`src/hdl/status_frame_pkg.sv`:
```
// constants for the status frame builder
package status_frame_pkg;
  localparam logic [7:0]  START_DELIM      = 8'h7E;
  localparam logic [7:0]  CKSUM_BASE       = 8'hFF;
  localparam logic [7:0]  TYPE_MODEM       = 8'h8A;
  localparam logic [7:0]  TYPE_TX_STATUS   = 8'h89;
  localparam logic [7:0]  TYPE_TX_EXT      = 8'h8B;
  localparam logic [7:0]  REQ_TX_64        = 8'h00;
  localparam logic [7:0]  REQ_TX_16        = 8'h01;
  localparam logic [7:0]  REQ_RELAY        = 8'h2D;
  localparam logic [7:0]  REQ_TRANSMIT     = 8'h10;
  localparam logic [7:0]  REQ_EXPLICIT     = 8'h11;
  localparam logic [15:0] RESERVED_FILL    = 16'hFFFE;
  localparam logic [7:0]  MODEM_POWER_UP   = 8'h00;
  localparam logic [7:0]  MODEM_WATCHDOG   = 8'h01;
  localparam logic [7:0]  MODEM_NET_WAKE   = 8'h0B;
  localparam logic [7:0]  MODEM_NET_SLEEP  = 8'h0C;
  localparam logic [7:0]  MODEM_VOLTAGE    = 8'h0D;
  localparam logic [7:0]  MODEM_SEC_UP     = 8'h3B;
  localparam logic [7:0]  MODEM_SEC_END    = 8'h3C;
  localparam logic [7:0]  MODEM_SEC_AUTH   = 8'h3D;
  localparam logic [7:0]  MODEM_WL_CONNECT = 8'h32;
  localparam logic [7:0]  MODEM_WL_DISC    = 8'h33;
  localparam logic [7:0]  MODEM_NO_SEC     = 8'h34;
  localparam logic [7:0]  DLV_SUCCESS      = 8'h00;
  localparam logic [7:0]  DLV_MAC_ACK      = 8'h01;
  localparam logic [7:0]  DLV_CCA          = 8'h02;
  localparam logic [7:0]  DLV_INDIRECT     = 8'h03;
  localparam logic [7:0]  DLV_NET_ACK      = 8'h21;
  localparam logic [7:0]  DLV_NO_ROUTE     = 8'h25;
  localparam logic [7:0]  DLV_INTERNAL     = 8'h31;
  localparam logic [7:0]  DLV_RESOURCE     = 8'h32;
  localparam logic [7:0]  DLV_TOO_LARGE    = 8'h74;
  localparam logic [7:0]  DLV_IND_UNREQ    = 8'h75;
  localparam logic [7:0]  DISC_NONE        = 8'h00;
  localparam logic [7:0]  DISC_ROUTE       = 8'h02;
  localparam int          MAX_PAYLOAD      = 7;
  localparam logic [15:0] LEN_MODEM        = 16'h0002;
  localparam logic [15:0] LEN_TX_STATUS    = 16'h0003;
  localparam logic [15:0] LEN_TX_EXT       = 16'h0007;
  localparam logic [3:0]  HEADER_BYTES     = 4'h3;
  // event selector codes on the modem event input
  localparam logic [3:0]  EV_WATCHDOG      = 4'h1;
  localparam logic [3:0]  EV_NET_WAKE      = 4'h2;
  localparam logic [3:0]  EV_NET_SLEEP     = 4'h3;
  localparam logic [3:0]  EV_VOLTAGE       = 4'h4;
  localparam logic [3:0]  EV_SEC_UP        = 4'h5;
  localparam logic [3:0]  EV_SEC_END       = 4'h6;
  localparam logic [3:0]  EV_SEC_AUTH      = 4'h7;
  localparam logic [3:0]  EV_WL_CONNECT    = 4'h8;
  localparam logic [3:0]  EV_WL_DISC       = 4'h9;
  localparam logic [3:0]  EV_NO_SEC        = 4'hA;
  // outcome codes on the transmit outcome input
  localparam logic [3:0]  OUT_SUCCESS      = 4'h0;
  localparam logic [3:0]  OUT_MAC_ACK      = 4'h1;
  localparam logic [3:0]  OUT_CCA          = 4'h2;
  localparam logic [3:0]  OUT_INDIRECT     = 4'h3;
  localparam logic [3:0]  OUT_NET_ACK      = 4'h4;
  localparam logic [3:0]  OUT_NO_ROUTE     = 4'h5;
  localparam logic [3:0]  OUT_INTERNAL     = 4'h6;
  localparam logic [3:0]  OUT_RESOURCE     = 4'h7;
  localparam logic [3:0]  OUT_TOO_LARGE    = 4'h8;
  localparam logic [3:0]  OUT_IND_UNREQ    = 4'h9;
endpackage : status_frame_pkg

```
`src/hdl/frame_checksum.sv`:
```
// running checksum over the bytes between length and checksum
module frame_checksum
  import status_frame_pkg::*;
(
  // clock and reset
  input  wire logic       clock_i,
  input  wire logic       srst_i,
  // byte stream
  input  wire logic       clear_i,
  input  wire logic       add_i,
  input  wire logic [7:0] byte_i,
  // result
  output logic      [7:0] cksum_o
);
  import status_frame_pkg::*;

  typedef struct packed {
    logic [7:0] sum;
  } cksum_state_t;

  cksum_state_t state_reg;
  cksum_state_t state_next;

  always_comb begin
    state_next = state_reg;
    if (clear_i) begin
      state_next.sum = 8'h00;
    end else if (add_i) begin
      state_next.sum = state_reg.sum + byte_i;
    end
  end

  always_ff @(posedge clock_i) begin
    if (srst_i) begin
      state_reg <= '0;
    end else begin
      state_reg <= state_next;
    end
  end

  assign cksum_o = CKSUM_BASE - state_reg.sum;
endmodule : frame_checksum

```
`src/hdl/api_status_frame_builder.sv`:
```
// status frame builder: modem status, transmit status, extended transmit status
module api_status_frame_builder
  import status_frame_pkg::*;
(
  // clock and reset
  input  wire logic       clock_i,
  input  wire logic       srst_i,
  // modem events
  input  wire logic       modem_valid_i,
  input  wire logic [3:0] modem_event_i,
  output logic            modem_ready_o,
  // transmit outcomes
  input  wire logic       tx_valid_i,
  input  wire logic [7:0] tx_req_type_i,
  input  wire logic [7:0] tx_frame_id_i,
  input  wire logic       tx_broadcast_i,
  input  wire logic [3:0] tx_outcome_i,
  input  wire logic [7:0] tx_retries_i,
  input  wire logic       tx_route_disc_i,
  output logic            tx_ready_o,
  // byte stream toward the serial port
  output logic            out_valid_o,
  output logic [7:0]      out_data_o,
  output logic            out_last_o,
  input  wire logic       out_ready_i
);
  import status_frame_pkg::*;

  //////////////////////////////////////////////////////////////////////////////
  // decoding

  function automatic logic [7:0] modem_code(input logic [3:0] ev);
    case (ev)
      EV_WATCHDOG:   modem_code = MODEM_WATCHDOG;
      EV_NET_WAKE:   modem_code = MODEM_NET_WAKE;
      EV_NET_SLEEP:  modem_code = MODEM_NET_SLEEP;
      EV_VOLTAGE:    modem_code = MODEM_VOLTAGE;
      EV_SEC_UP:     modem_code = MODEM_SEC_UP;
      EV_SEC_END:    modem_code = MODEM_SEC_END;
      EV_SEC_AUTH:   modem_code = MODEM_SEC_AUTH;
      EV_WL_CONNECT: modem_code = MODEM_WL_CONNECT;
      EV_WL_DISC:    modem_code = MODEM_WL_DISC;
      EV_NO_SEC:     modem_code = MODEM_NO_SEC;
      default:       modem_code = MODEM_POWER_UP;
    endcase
  endfunction : modem_code

  function automatic logic [7:0] delivery_code(input logic [3:0] oc, input logic bcast);
    if (bcast) begin
      delivery_code = DLV_SUCCESS;
    end else begin
      case (oc)
        OUT_MAC_ACK:   delivery_code = DLV_MAC_ACK;
        OUT_CCA:       delivery_code = DLV_CCA;
        OUT_INDIRECT:  delivery_code = DLV_INDIRECT;
        OUT_NET_ACK:   delivery_code = DLV_NET_ACK;
        OUT_NO_ROUTE:  delivery_code = DLV_NO_ROUTE;
        OUT_INTERNAL:  delivery_code = DLV_INTERNAL;
        OUT_RESOURCE:  delivery_code = DLV_RESOURCE;
        OUT_TOO_LARGE: delivery_code = DLV_TOO_LARGE;
        OUT_IND_UNREQ: delivery_code = DLV_IND_UNREQ;
        default:       delivery_code = DLV_SUCCESS;
      endcase
    end
  endfunction : delivery_code

  function automatic logic is_ext_req(input logic [7:0] t);
    is_ext_req = (t == REQ_TRANSMIT) || (t == REQ_EXPLICIT);
  endfunction : is_ext_req

  function automatic logic is_plain_req(input logic [7:0] t);
    is_plain_req = (t == REQ_TX_64) || (t == REQ_TX_16) || (t == REQ_RELAY);
  endfunction : is_plain_req

  //////////////////////////////////////////////////////////////////////////////
  // state

  typedef enum logic [2:0] {
    ST_BOOT,
    ST_IDLE,
    ST_DELIM,
    ST_LEN_HI,
    ST_LEN_LO,
    ST_BODY,
    ST_CKSUM
  } phase_t;

  typedef struct packed {
    phase_t        phase;
    logic [15:0]   length;
    logic [7:0][7:0] body;
    logic [3:0]    index;
    logic          valid;
    logic [7:0]    data;
    logic          last;
    logic          modem_ready;
    logic          tx_ready;
  } builder_state_t;

  builder_state_t state_reg;
  builder_state_t state_next;

  logic       ck_clear;
  logic       ck_add;
  logic [7:0] ck_value;
  logic       accept;
  logic       take_tx;
  logic       tx_wanted;

  //////////////////////////////////////////////////////////////////////////////
  // next state

  // a byte leaves when the output register is empty or being taken
  assign accept = !state_reg.valid || out_ready_i;
  assign tx_wanted = tx_valid_i && (tx_frame_id_i != 8'h00)
                     && (is_ext_req(tx_req_type_i) || is_plain_req(tx_req_type_i));
  // transmit outcomes win over modem events; zero-identifier requests are dropped
  assign take_tx = tx_valid_i;

  always_comb begin
    state_next = state_reg;
    state_next.modem_ready = 1'b0;
    state_next.tx_ready = 1'b0;
    ck_clear = 1'b0;
    ck_add = 1'b0;
    if (accept) begin
      state_next.valid = 1'b0;
      state_next.last = 1'b0;
    end
    case (state_reg.phase)
      ST_BOOT: begin
        state_next.body[0] = TYPE_MODEM;
        state_next.body[1] = MODEM_POWER_UP;
        state_next.length = LEN_MODEM;
        state_next.phase = ST_DELIM;
      end
      ST_IDLE: begin
        ck_clear = 1'b1;
        if (take_tx && !state_reg.tx_ready) begin
          state_next.tx_ready = 1'b1;
          if (tx_wanted) begin
            state_next.body[1] = tx_frame_id_i;
            state_next.phase = ST_DELIM;
            if (is_ext_req(tx_req_type_i)) begin
              state_next.length = LEN_TX_EXT;
              state_next.body[0] = TYPE_TX_EXT;
              state_next.body[2] = RESERVED_FILL[15:8];
              state_next.body[3] = RESERVED_FILL[7:0];
              state_next.body[4] = tx_retries_i;
              state_next.body[5] = delivery_code(tx_outcome_i, tx_broadcast_i);
              state_next.body[6] = tx_route_disc_i ? DISC_ROUTE : DISC_NONE;
            end else begin
              state_next.length = LEN_TX_STATUS;
              state_next.body[0] = TYPE_TX_STATUS;
              state_next.body[2] = delivery_code(tx_outcome_i, tx_broadcast_i);
            end
          end
        end else if (modem_valid_i && !take_tx && !state_reg.modem_ready) begin
          state_next.modem_ready = 1'b1;
          state_next.length = LEN_MODEM;
          state_next.body[0] = TYPE_MODEM;
          state_next.body[1] = modem_code(modem_event_i);
          state_next.phase = ST_DELIM;
        end
      end
      ST_DELIM: begin
        if (accept) begin
          state_next.valid = 1'b1;
          state_next.data = START_DELIM;
          state_next.phase = ST_LEN_HI;
        end
      end
      ST_LEN_HI: begin
        if (accept) begin
          state_next.valid = 1'b1;
          state_next.data = state_reg.length[15:8];
          state_next.phase = ST_LEN_LO;
        end
      end
      ST_LEN_LO: begin
        if (accept) begin
          state_next.valid = 1'b1;
          state_next.data = state_reg.length[7:0];
          state_next.index = 4'h0;
          state_next.phase = ST_BODY;
        end
      end
      ST_BODY: begin
        if (accept) begin
          state_next.valid = 1'b1;
          state_next.data = state_reg.body[state_reg.index[2:0]];
          ck_add = 1'b1;
          state_next.index = state_reg.index + 4'h1;
          if ({12'h000, state_reg.index} == state_reg.length - 16'h0001) begin
            state_next.phase = ST_CKSUM;
          end
        end
      end
      ST_CKSUM: begin
        if (accept) begin
          state_next.valid = 1'b1;
          state_next.data = ck_value;
          state_next.last = 1'b1;
          state_next.phase = ST_IDLE;
        end
      end
      default: begin
        state_next.phase = ST_IDLE;
      end
    endcase
  end

  frame_checksum u_checksum (
    .clock_i (clock_i),
    .srst_i  (srst_i),
    .clear_i (ck_clear),
    .add_i   (ck_add),
    .byte_i  (state_reg.body[state_reg.index[2:0]]),
    .cksum_o (ck_value)
  );

  //////////////////////////////////////////////////////////////////////////////
  // registers

  always_ff @(posedge clock_i) begin
    if (srst_i) begin
      state_reg <= '0;
      state_reg.phase <= ST_BOOT;
    end else begin
      state_reg <= state_next;
    end
  end

  assign modem_ready_o = state_reg.modem_ready;
  assign tx_ready_o    = state_reg.tx_ready;
  assign out_valid_o   = state_reg.valid;
  assign out_data_o    = state_reg.data;
  assign out_last_o    = state_reg.last;
endmodule : api_status_frame_builder

```
`config.mk`:
```
export PLATFORM = sky130hd
export DESIGN_NAME = api_status_frame_builder
export DESIGN_NICKNAME = d
export VERILOG_FILES = /design/src/hdl/status_frame_pkg.sv /design/src/hdl/frame_checksum.sv /design/src/hdl/api_status_frame_builder.sv
export SDC_FILE = /design/constraint.sdc
export NUM_CORES = 1
export LEC_CHECK = 0
export ABC_AREA = 1
export BUFFER_PORTS_ARGS = -buffer_cell sky130_fd_sc_hd__buf_2
export CAP_MARGIN = 25
export CORE_MARGIN = 5
export CORE_UTILIZATION = 45
export CTS_BUF_LIST = sky130_fd_sc_hd__clkbuf_8
export DETAILED_ROUTE_END_ITERATION = 10
export MAX_ROUTING_LAYER = met4
export SLEW_MARGIN = 20
export SYNTH_ARGS = -nofsm -noshare
export SYNTH_HDL_FRONTEND = slang
export SYNTH_SLANG_ARGS = --single-unit
export TNS_END_PERCENT = 100
```
`constraint.sdc`:
```
create_clock -name clock_i -period 2.6 [get_ports clock_i]
set_input_delay 0.39 -clock clock_i [delete_from_list [all_inputs] [get_ports clock_i]]
set_output_delay 0.39 -clock clock_i [all_outputs]
set_load 0.01 [all_outputs]
```
==> metrics.yaml, run 1 <==
grt:
  use_met1: 0.266
  grt_max_degree: 34
  antenna_found_initial: 0
  met3_usage: 0.0394
  grt_util_all_layers: 0.212
  grt_pass1_wl_um: 16400
  grt.busiest_layer: "met2"
  grt.overflow.total: 0
  gr-usage-met2: 0.338
  grt_pass1_vias: 3523
drt:
  wire_per_inst_um: 13.3
  routed_wl_um: 9950
  final_antenna_net_count: 0
  drtIter0Drc: 201
  drc: 0
  vias: 3663
  viasPerCell: 4.91
  firstDrtPassIters: 5
critical_path:
  endpoint_kind: "flip-flop"
  critPathLaunchType: "flip-flop"
  critPathArrivalTime_ns: 2.69
  criticalPathCategory: "reg2reg"
  worstPathMaxFanout: 7
  required_ns: 2.87
synth:
  synth-seq-area-share: 0.334
  syn-cell-area_mm2: 0.00371
  synth_cell_type_count: 33
  yosys_warnings: 0
  syn_area_per_cell_um2: 6.31
  synth_largest_area_cell: "dfxtp_1"
  synth-seq-cells: 62
  synth_top_area_share: 0.334
  synthCells: 589
  ys_top_cells_by_area: "dfxtp_1 (33%), nand2_1 (14%), nor2_1 (12%)"
  syn_nets: 644
pwr:
  pwr-share-clk: 0.272
  pwr-share-comb: 0.335
  power.internal_mw: 1.90
  switching_power_mw: 1.15
  ir_worst_vdd_uv: 343
  swShare: 0.377
  power.total_mw: 3.05
  power.density_mw_per_mm2: 724
  pwr-share-seq: 0.393
  p_leak_nw: 2.24
floorplan:
  start_util: 0.457
  die_w_um: 101
  die_h_um: 101
  row_count: 33
  dieArea_mm2: 0.0102
  ioPinCount: 51
  core_area_mm2: 0.00813
clocking:
  clkTransAtPathRegs_ns: 0.07
  clk_latency_ns: 0.34
  max-clock-path-buffers: 2
  cts_hold_buf: 0
  cts_root_buf: "clkbuf_8"
  htree_levels: 3
  postCtsSetupBuffers: 0
  cts_tree: "built"
  cts_sinks: 62
  numCtsBuffers: 9
min_path:
  hp-class: "in2reg"
sta:
  setup_ws_ns: 0.186
  maxSlewHeadroom: 0.525
  worst_pin_slew_ns: 0.707
  period_share: 0.928
  slew_viol_final: 0
  hold_violations: 0
  fin_setup_tns_ns: 0
  max_freq_mhz: 414
  whs_ns: 0.273
  clock_skew_ns: 0.0134
  grt_setup_unrepaired: "false"
  finalCriticalPeriod_ns: 2.41
  setup_viol: 0
place:
  placed_area_mm2: 0.00403
  place_congestion: 0.946
  portBuffers: 50
  dp_hpwl_um: 7750
  pre_cts_slack_ns: 0.0481
layout:
  diodes: 0
  area_delta_synth_final_pct: 13.5
  nNetsFinal: 692
  final_area_mm2: 0.00422
  fillers: 875
  drive_above_1_share: 0.144
  largest_reg_flops: 42
job:
  maxCapViolCount: 0
outcome:
  outcome: "finished, final reports clean"
[stage by stage]
| step | utilization | std cells |
|---|---|---|
| final | 0.518 | 746 |
| after global routing | 0.518 | 746 |
| after CTS | 0.518 | 746 |
| after detailed placement | 0.495 | 731 |
| after global placement | 0.495 | 731 |
| after floorplan | - | 589 |
[routing by layer]
layer | up-vias | share of wire
met5 | - | 0
met4 | 0 | 0.022
met3 | 16 | 0.040
met2 | 72 | 0.45
met1 | 1637 | 0.48
li1 | 1938 | -
[worst max-delay path: stages (launching register included)]
cell,delay (ns)
dfxtp_1,0.37
buf_4,0.19
nor2_1,0.23
o21ai_0,0.16
o21ai_1,0.36
ha_1,0.35
nand2_1,0.10
inv_1,0.04
a21oi_1,0.13
nand2_1,0.08
nand3_1,0.09
nand3_1,0.08
nand2_1,0.07
inv_1,0.04
nor2_1,0.09
[placed cells by master, fill, tap and decap left out]
| cell type | Yosys | final |
|---|---|---|
| clkbuf_8 | 0 | 10 |
| a21oi_1 | 34 | 34 |
| nor2_4 | 1 | 1 |
| xor2_1 | 2 | 2 |
| a211oi_1 | 1 | 1 |
| nor2_2 | 5 | 5 |
| nand2_1 | 139 | 139 |
| xnor2_1 | 4 | 4 |
| nand2_4 | 1 | 1 |
| nand3b_1 | 1 | 1 |
| ha_1 | 15 | 15 |
| o21ai_0 | 40 | 36 |
| o21ai_1 | 5 | 9 |
| o211ai_1 | 4 | 4 |
| a31o_2 | 1 | 1 |
| o31ai_1 | 2 | 2 |
| fa_1 | 1 | 1 |
| a21o_1 | 1 | 1 |
| nor2_1 | 117 | 117 |
| clkinv_2 | 0 | 2 |
| inv_1 | 75 | 76 |
| o22ai_1 | 2 | 2 |
| clkinvlp_4 | 0 | 1 |
| buf_2 | 5 | 50 |
| dfxtp_1 | 62 | 62 |
| or2_2 | 2 | 2 |
| o21a_1 | 1 | 1 |
| buf_4 | 9 | 11 |
| inv_2 | 3 | 3 |
| nor3_1 | 7 | 7 |
| nand2_2 | 4 | 4 |
| bufinv_16 | 0 | 1 |
| nand4_1 | 7 | 7 |
| nand3_1 | 24 | 24 |
| a31oi_1 | 4 | 4 |
[layout make-up]
cell class / instances / area [um^2] / area share
Multi-Input combinational cell: 425 / 2030 / 0.481
Sequential cell: 62 / 1240 / 0.294
Timing Repair Buffer: 61 / 333 / 0.0790
Tap cell: 105 / 131 / 0.0312
Clock buffer: 10 / 138 / 0.0327
Clock inverter: 5 / 51.3 / 0.0122
Inverter: 78 / 293 / 0.0695
[path summary, 6_finish.rpt]
kind | end | start | slack, ns | cells after the start
worst max-delay path | u_checksum.state_reg[7]$_SDFFE_PP0P_ | state_reg[13]$_SDFFE_PP0P_ | 0.19 | 14
worst min-delay path | state_reg[54]$_SDFFE_PP0P_ | tx_retries_i[6] | 0.27 | 3
worst max register to register | u_checksum.state_reg[7]$_SDFFE_PP0P_ | state_reg[13]$_SDFFE_PP0P_ | 0.19 | 14
worst min register to register | state_reg[35]$_SDFFE_PP0P_ | state_reg[35]$_SDFFE_PP0P_ | 0.46 | 2
[cells by family (layout without fill, tap and decap cells)]
kind of cell,after synthesis,in the layout,synth area share
and+or+nand+nor,308,308,0.339
buffers and inverters,102,154,0.120
AOI/OAI and AO/OA,95,95,0.137
DFF,62,62,0.334
adders and majority gates,16,16,0.0559
xor gates and xnor gates,6,6,0.0141
[power by group through the flow]
stage | Sequential, mW | Combinational [mW] | Clock [mW]
after floorplan | 1.19 | 0.805 | 0
final | 1.20 | 1.02 | 0.830
after global routing | 1.21 | 1.18 | 0.891
after CTS | 1.20 | 1.03 | 0.853
after detailed placement | 1.22 | 1.02 | 0
after global placement | 1.22 | 1.01 | 0
[timing repair]
item / in CTS / in global routing
hold endpoints to repair: 0 / 0
endpoints found under the setup margin: 0 / 2
resized for setup: 0 / 4
[cell usage after synthesis, drive strengths merged]
cell type    n
nand4        7
nor2       123
a21oi       34
nand3       24
ha          15
buf         17
nand2      144
xnor2        4
fa           1
a31o         1
nand3b       1
or2          2
o21a         1
o22ai        2
o211ai       4
a21o         1
o21ai       45
nor3         7
a31oi        4
clkbuf       7
o31ai        2
a211oi       1
xor2         2
dfxtp       62
inv         78
Power figures use the tool's default switching activity.
==> run 2, diff against run 1 <==
--- a/config.mk
+++ b/config.mk
@@ -6,12 +6,12 @@
 export NUM_CORES = 1
 export LEC_CHECK = 0
 export ABC_AREA = 1
-export BUFFER_PORTS_ARGS = -buffer_cell sky130_fd_sc_hd__buf_2
 export CAP_MARGIN = 25
 export CORE_MARGIN = 5
 export CORE_UTILIZATION = 45
 export CTS_BUF_LIST = sky130_fd_sc_hd__clkbuf_8
 export DETAILED_ROUTE_END_ITERATION = 10
+export DONT_BUFFER_PORTS = 1
 export MAX_ROUTING_LAYER = met4
 export SLEW_MARGIN = 20
 export SYNTH_ARGS = -nofsm -noshare
==> constraint.sdc (replaced) <==
create_clock -name clock_i -period 2 [get_ports clock_i]
set_input_delay 0.3 -clock clock_i [delete_from_list [all_inputs] [get_ports clock_i]]
set_output_delay 0.3 -clock clock_i [all_outputs]
set_load 0.01 [all_outputs]
==> metrics.yaml, run 2 (synthesis gave the netlist of run 1 again) <==
sta:
  clock_skew_ns: 0.0115
  slew_viol_final: 0
  max_freq_mhz: 464
  whs_ns: 0.0180
  worst_pin_slew_ns: 0.761
  period_share: 1.08
  maxSlewHeadroom: 0.489
  hold_violations: 0
  setup_ws_ns: -0.156
  setup_viol: 6
  fin_setup_tns_ns: -0.558
  finalCriticalPeriod_ns: 2.16
  grt_setup_unrepaired: "true"
job:
  maxCapViolCount: 0
clocking:
  cts_sinks: 62
  cts_tree: "built"
  clkTransAtPathRegs_ns: 0.08
  htree_levels: 3
  max-clock-path-buffers: 2
  clk_latency_ns: 0.34
  cts_root_buf: "clkbuf_8"
  cts_hold_buf: 0
  numCtsBuffers: 9
critical_path:
  startpoint: "state_reg[13]$_SDFFE_PP0P_"
  critPathArrivalTime_ns: 2.39
  worst-r2r-setup-slack_ns: -0.16
  rr_startpoint: "state_reg[13]$_SDFFE_PP0P_"
  rr_endpoint: "u_checksum.state_reg[7]$_SDFFE_PP0P_"
  rr_worst_depth: 16
  worstPathMaxFanout: 7
  critPathLaunchType: "flip-flop"
  criticalPathCategory: "reg2reg"
  required_ns: 2.24
  endpoint_kind: "flip-flop"
layout:
  largest_reg_flops: 42
  mostFrequentLayoutCells: "nand2_1 (122), nor2_1 (111), inv_1 (72)"
  final_area_mm2: 0.00458
  drive_above_1_share: 0.218
  diodes: 0
  area_delta_synth_final_pct: 23.2
  fin_cells: 737
  nNetsFinal: 682
  final_common_cell: "nand2_1"
min_path:
  worstHoldPathCells: 1
  hp-class: "in2reg"
  hold_start: "srst_i"
  whs_endpoint: "state_reg[80]$_SDFFE_PP0P_"
grt:
  antenna_found_initial: 0
  grt.overflow.total: 0
  grt_pass1_wl_um: 16900
  grt_max_degree: 34
  grt_util_all_layers: 0.216
  grt_pass1_vias: 3666
floorplan:
  dieArea_mm2: 0.0102
  row_count: 33
  die_w_um: 101
  start_util: 0.457
  core_area_mm2: 0.00813
  ioPinCount: 51
  die_h_um: 101
drt:
  routed_wl_um: 10400
  drtIter0Drc: 153
  final_antenna_net_count: 0
  vias: 3710
  wire_per_inst_um: 14.2
  viasPerCell: 5.03
  firstDrtPassIters: 4
  drc: 0
place:
  place_congestion: 0.871
  dpl.cell_count: 708
  portBuffers: 0
  placed_area_mm2: 0.00400
  pre_cts_slack_ns: -0.285
  dp_hpwl_um: 7710
pwr:
  ir_worst_vdd_uv: 347
  power.density_mw_per_mm2: 916
  p_leak_nw: 2.29
outcome:
  violations: "negative setup slack"
  outcome: "finished with violations"
-- run 2: changes by cell type in the layout (fill, tap and decap cells not counted), sizes merged --
cell      change
buf          -10
clkinvlp      +2
clkinv        -1
-- run 2: layout make-up --
| class | instances | area (um^2) |
|---|---|---|
| Sequential cell | 62 | 1250 |
| Inverter | 78 | 295 |
| Clock inverter | 6 | 70.1 |
| Clock buffer | 10 | 138 |
| Multi-Input combinational cell | 425 | 2280 |
| Fill cell | 846 | 3560 |
| Timing Repair Buffer | 51 | 414 |
| Tap cell | 105 | 131 |
-- run 2: worst max-delay path: stages, from the launching register on --
cell and delay [ns]:
dfxtp_4 0.38, buf_12 0.13, nor2_4 0.22, nand2_2 0.08, a31o_4 0.23, o21ai_4 0.08, ha_4 0.24, nand2_2 0.07
inv_1 0.05, a21oi_2 0.15, nand2_2 0.09, inv_2 0.06, nand2_2 0.05, nand3_2 0.07, nand2_2 0.06, inv_1 0.06
nor2_2 0.03
-- run 2: metrics by stage --
stage           util  power [mW]
3_5_place_dp   0.492        2.91
4_1_cts        0.541        4.14
2_1_floorplan      -        2.59
3_3_place_gp   0.492        2.88
5_1_grt        0.563        4.48
6_report       0.563        4.19
-- run 2: metal layers --
metal / wire, um / up-vias / global-route usage
met5: 0 / - / -
met3: 386 / 14 / 0.0388
met2: 5110 / 83 / 0.348
met4: 227 / 0 / 0.0870
li1: - / 1926 / -
met1: 4720 / 1687 / 0.267
-- run 2: worst max-delay path by stage --
| stage | to | slack (ns) | cells after the start |
|---|---|---|---|
| 2_1_floorplan | u_checksum.state_reg[7]$_SDFFE_PP0P_ | -0.02 | 17 |
| 3_3_place_gp | u_checksum.state_reg[7]$_SDFFE_PP0P_ | -0.24 | 18 |
| 3_5_place_dp | u_checksum.state_reg[7]$_SDFFE_PP0P_ | -0.28 | 17 |
| 4_1_cts | u_checksum.state_reg[7]$_SDFFE_PP0P_ | -0.09 | 16 |
| 5_1_grt | u_checksum.state_reg[7]$_SDFFE_PP0P_ | -0.27 | 15 |
| 6_report | u_checksum.state_reg[7]$_SDFFE_PP0P_ | -0.16 | 16 |
-- run 2: repair_timing --
item                       in CTS  in global routing
setup endpoints to repair       6                 23
buffers inserted               12                  4
pin swaps                      20                 24
gates resized for setup        30                 39
-- run 2: power breakdown --
| group | switching (mW) | internal (mW) |
|---|---|---|
| Clock | 0.541 | 0.616 |
| Sequential | 0.182 | 1.42 |
| Combinational | 0.880 | 0.554 |
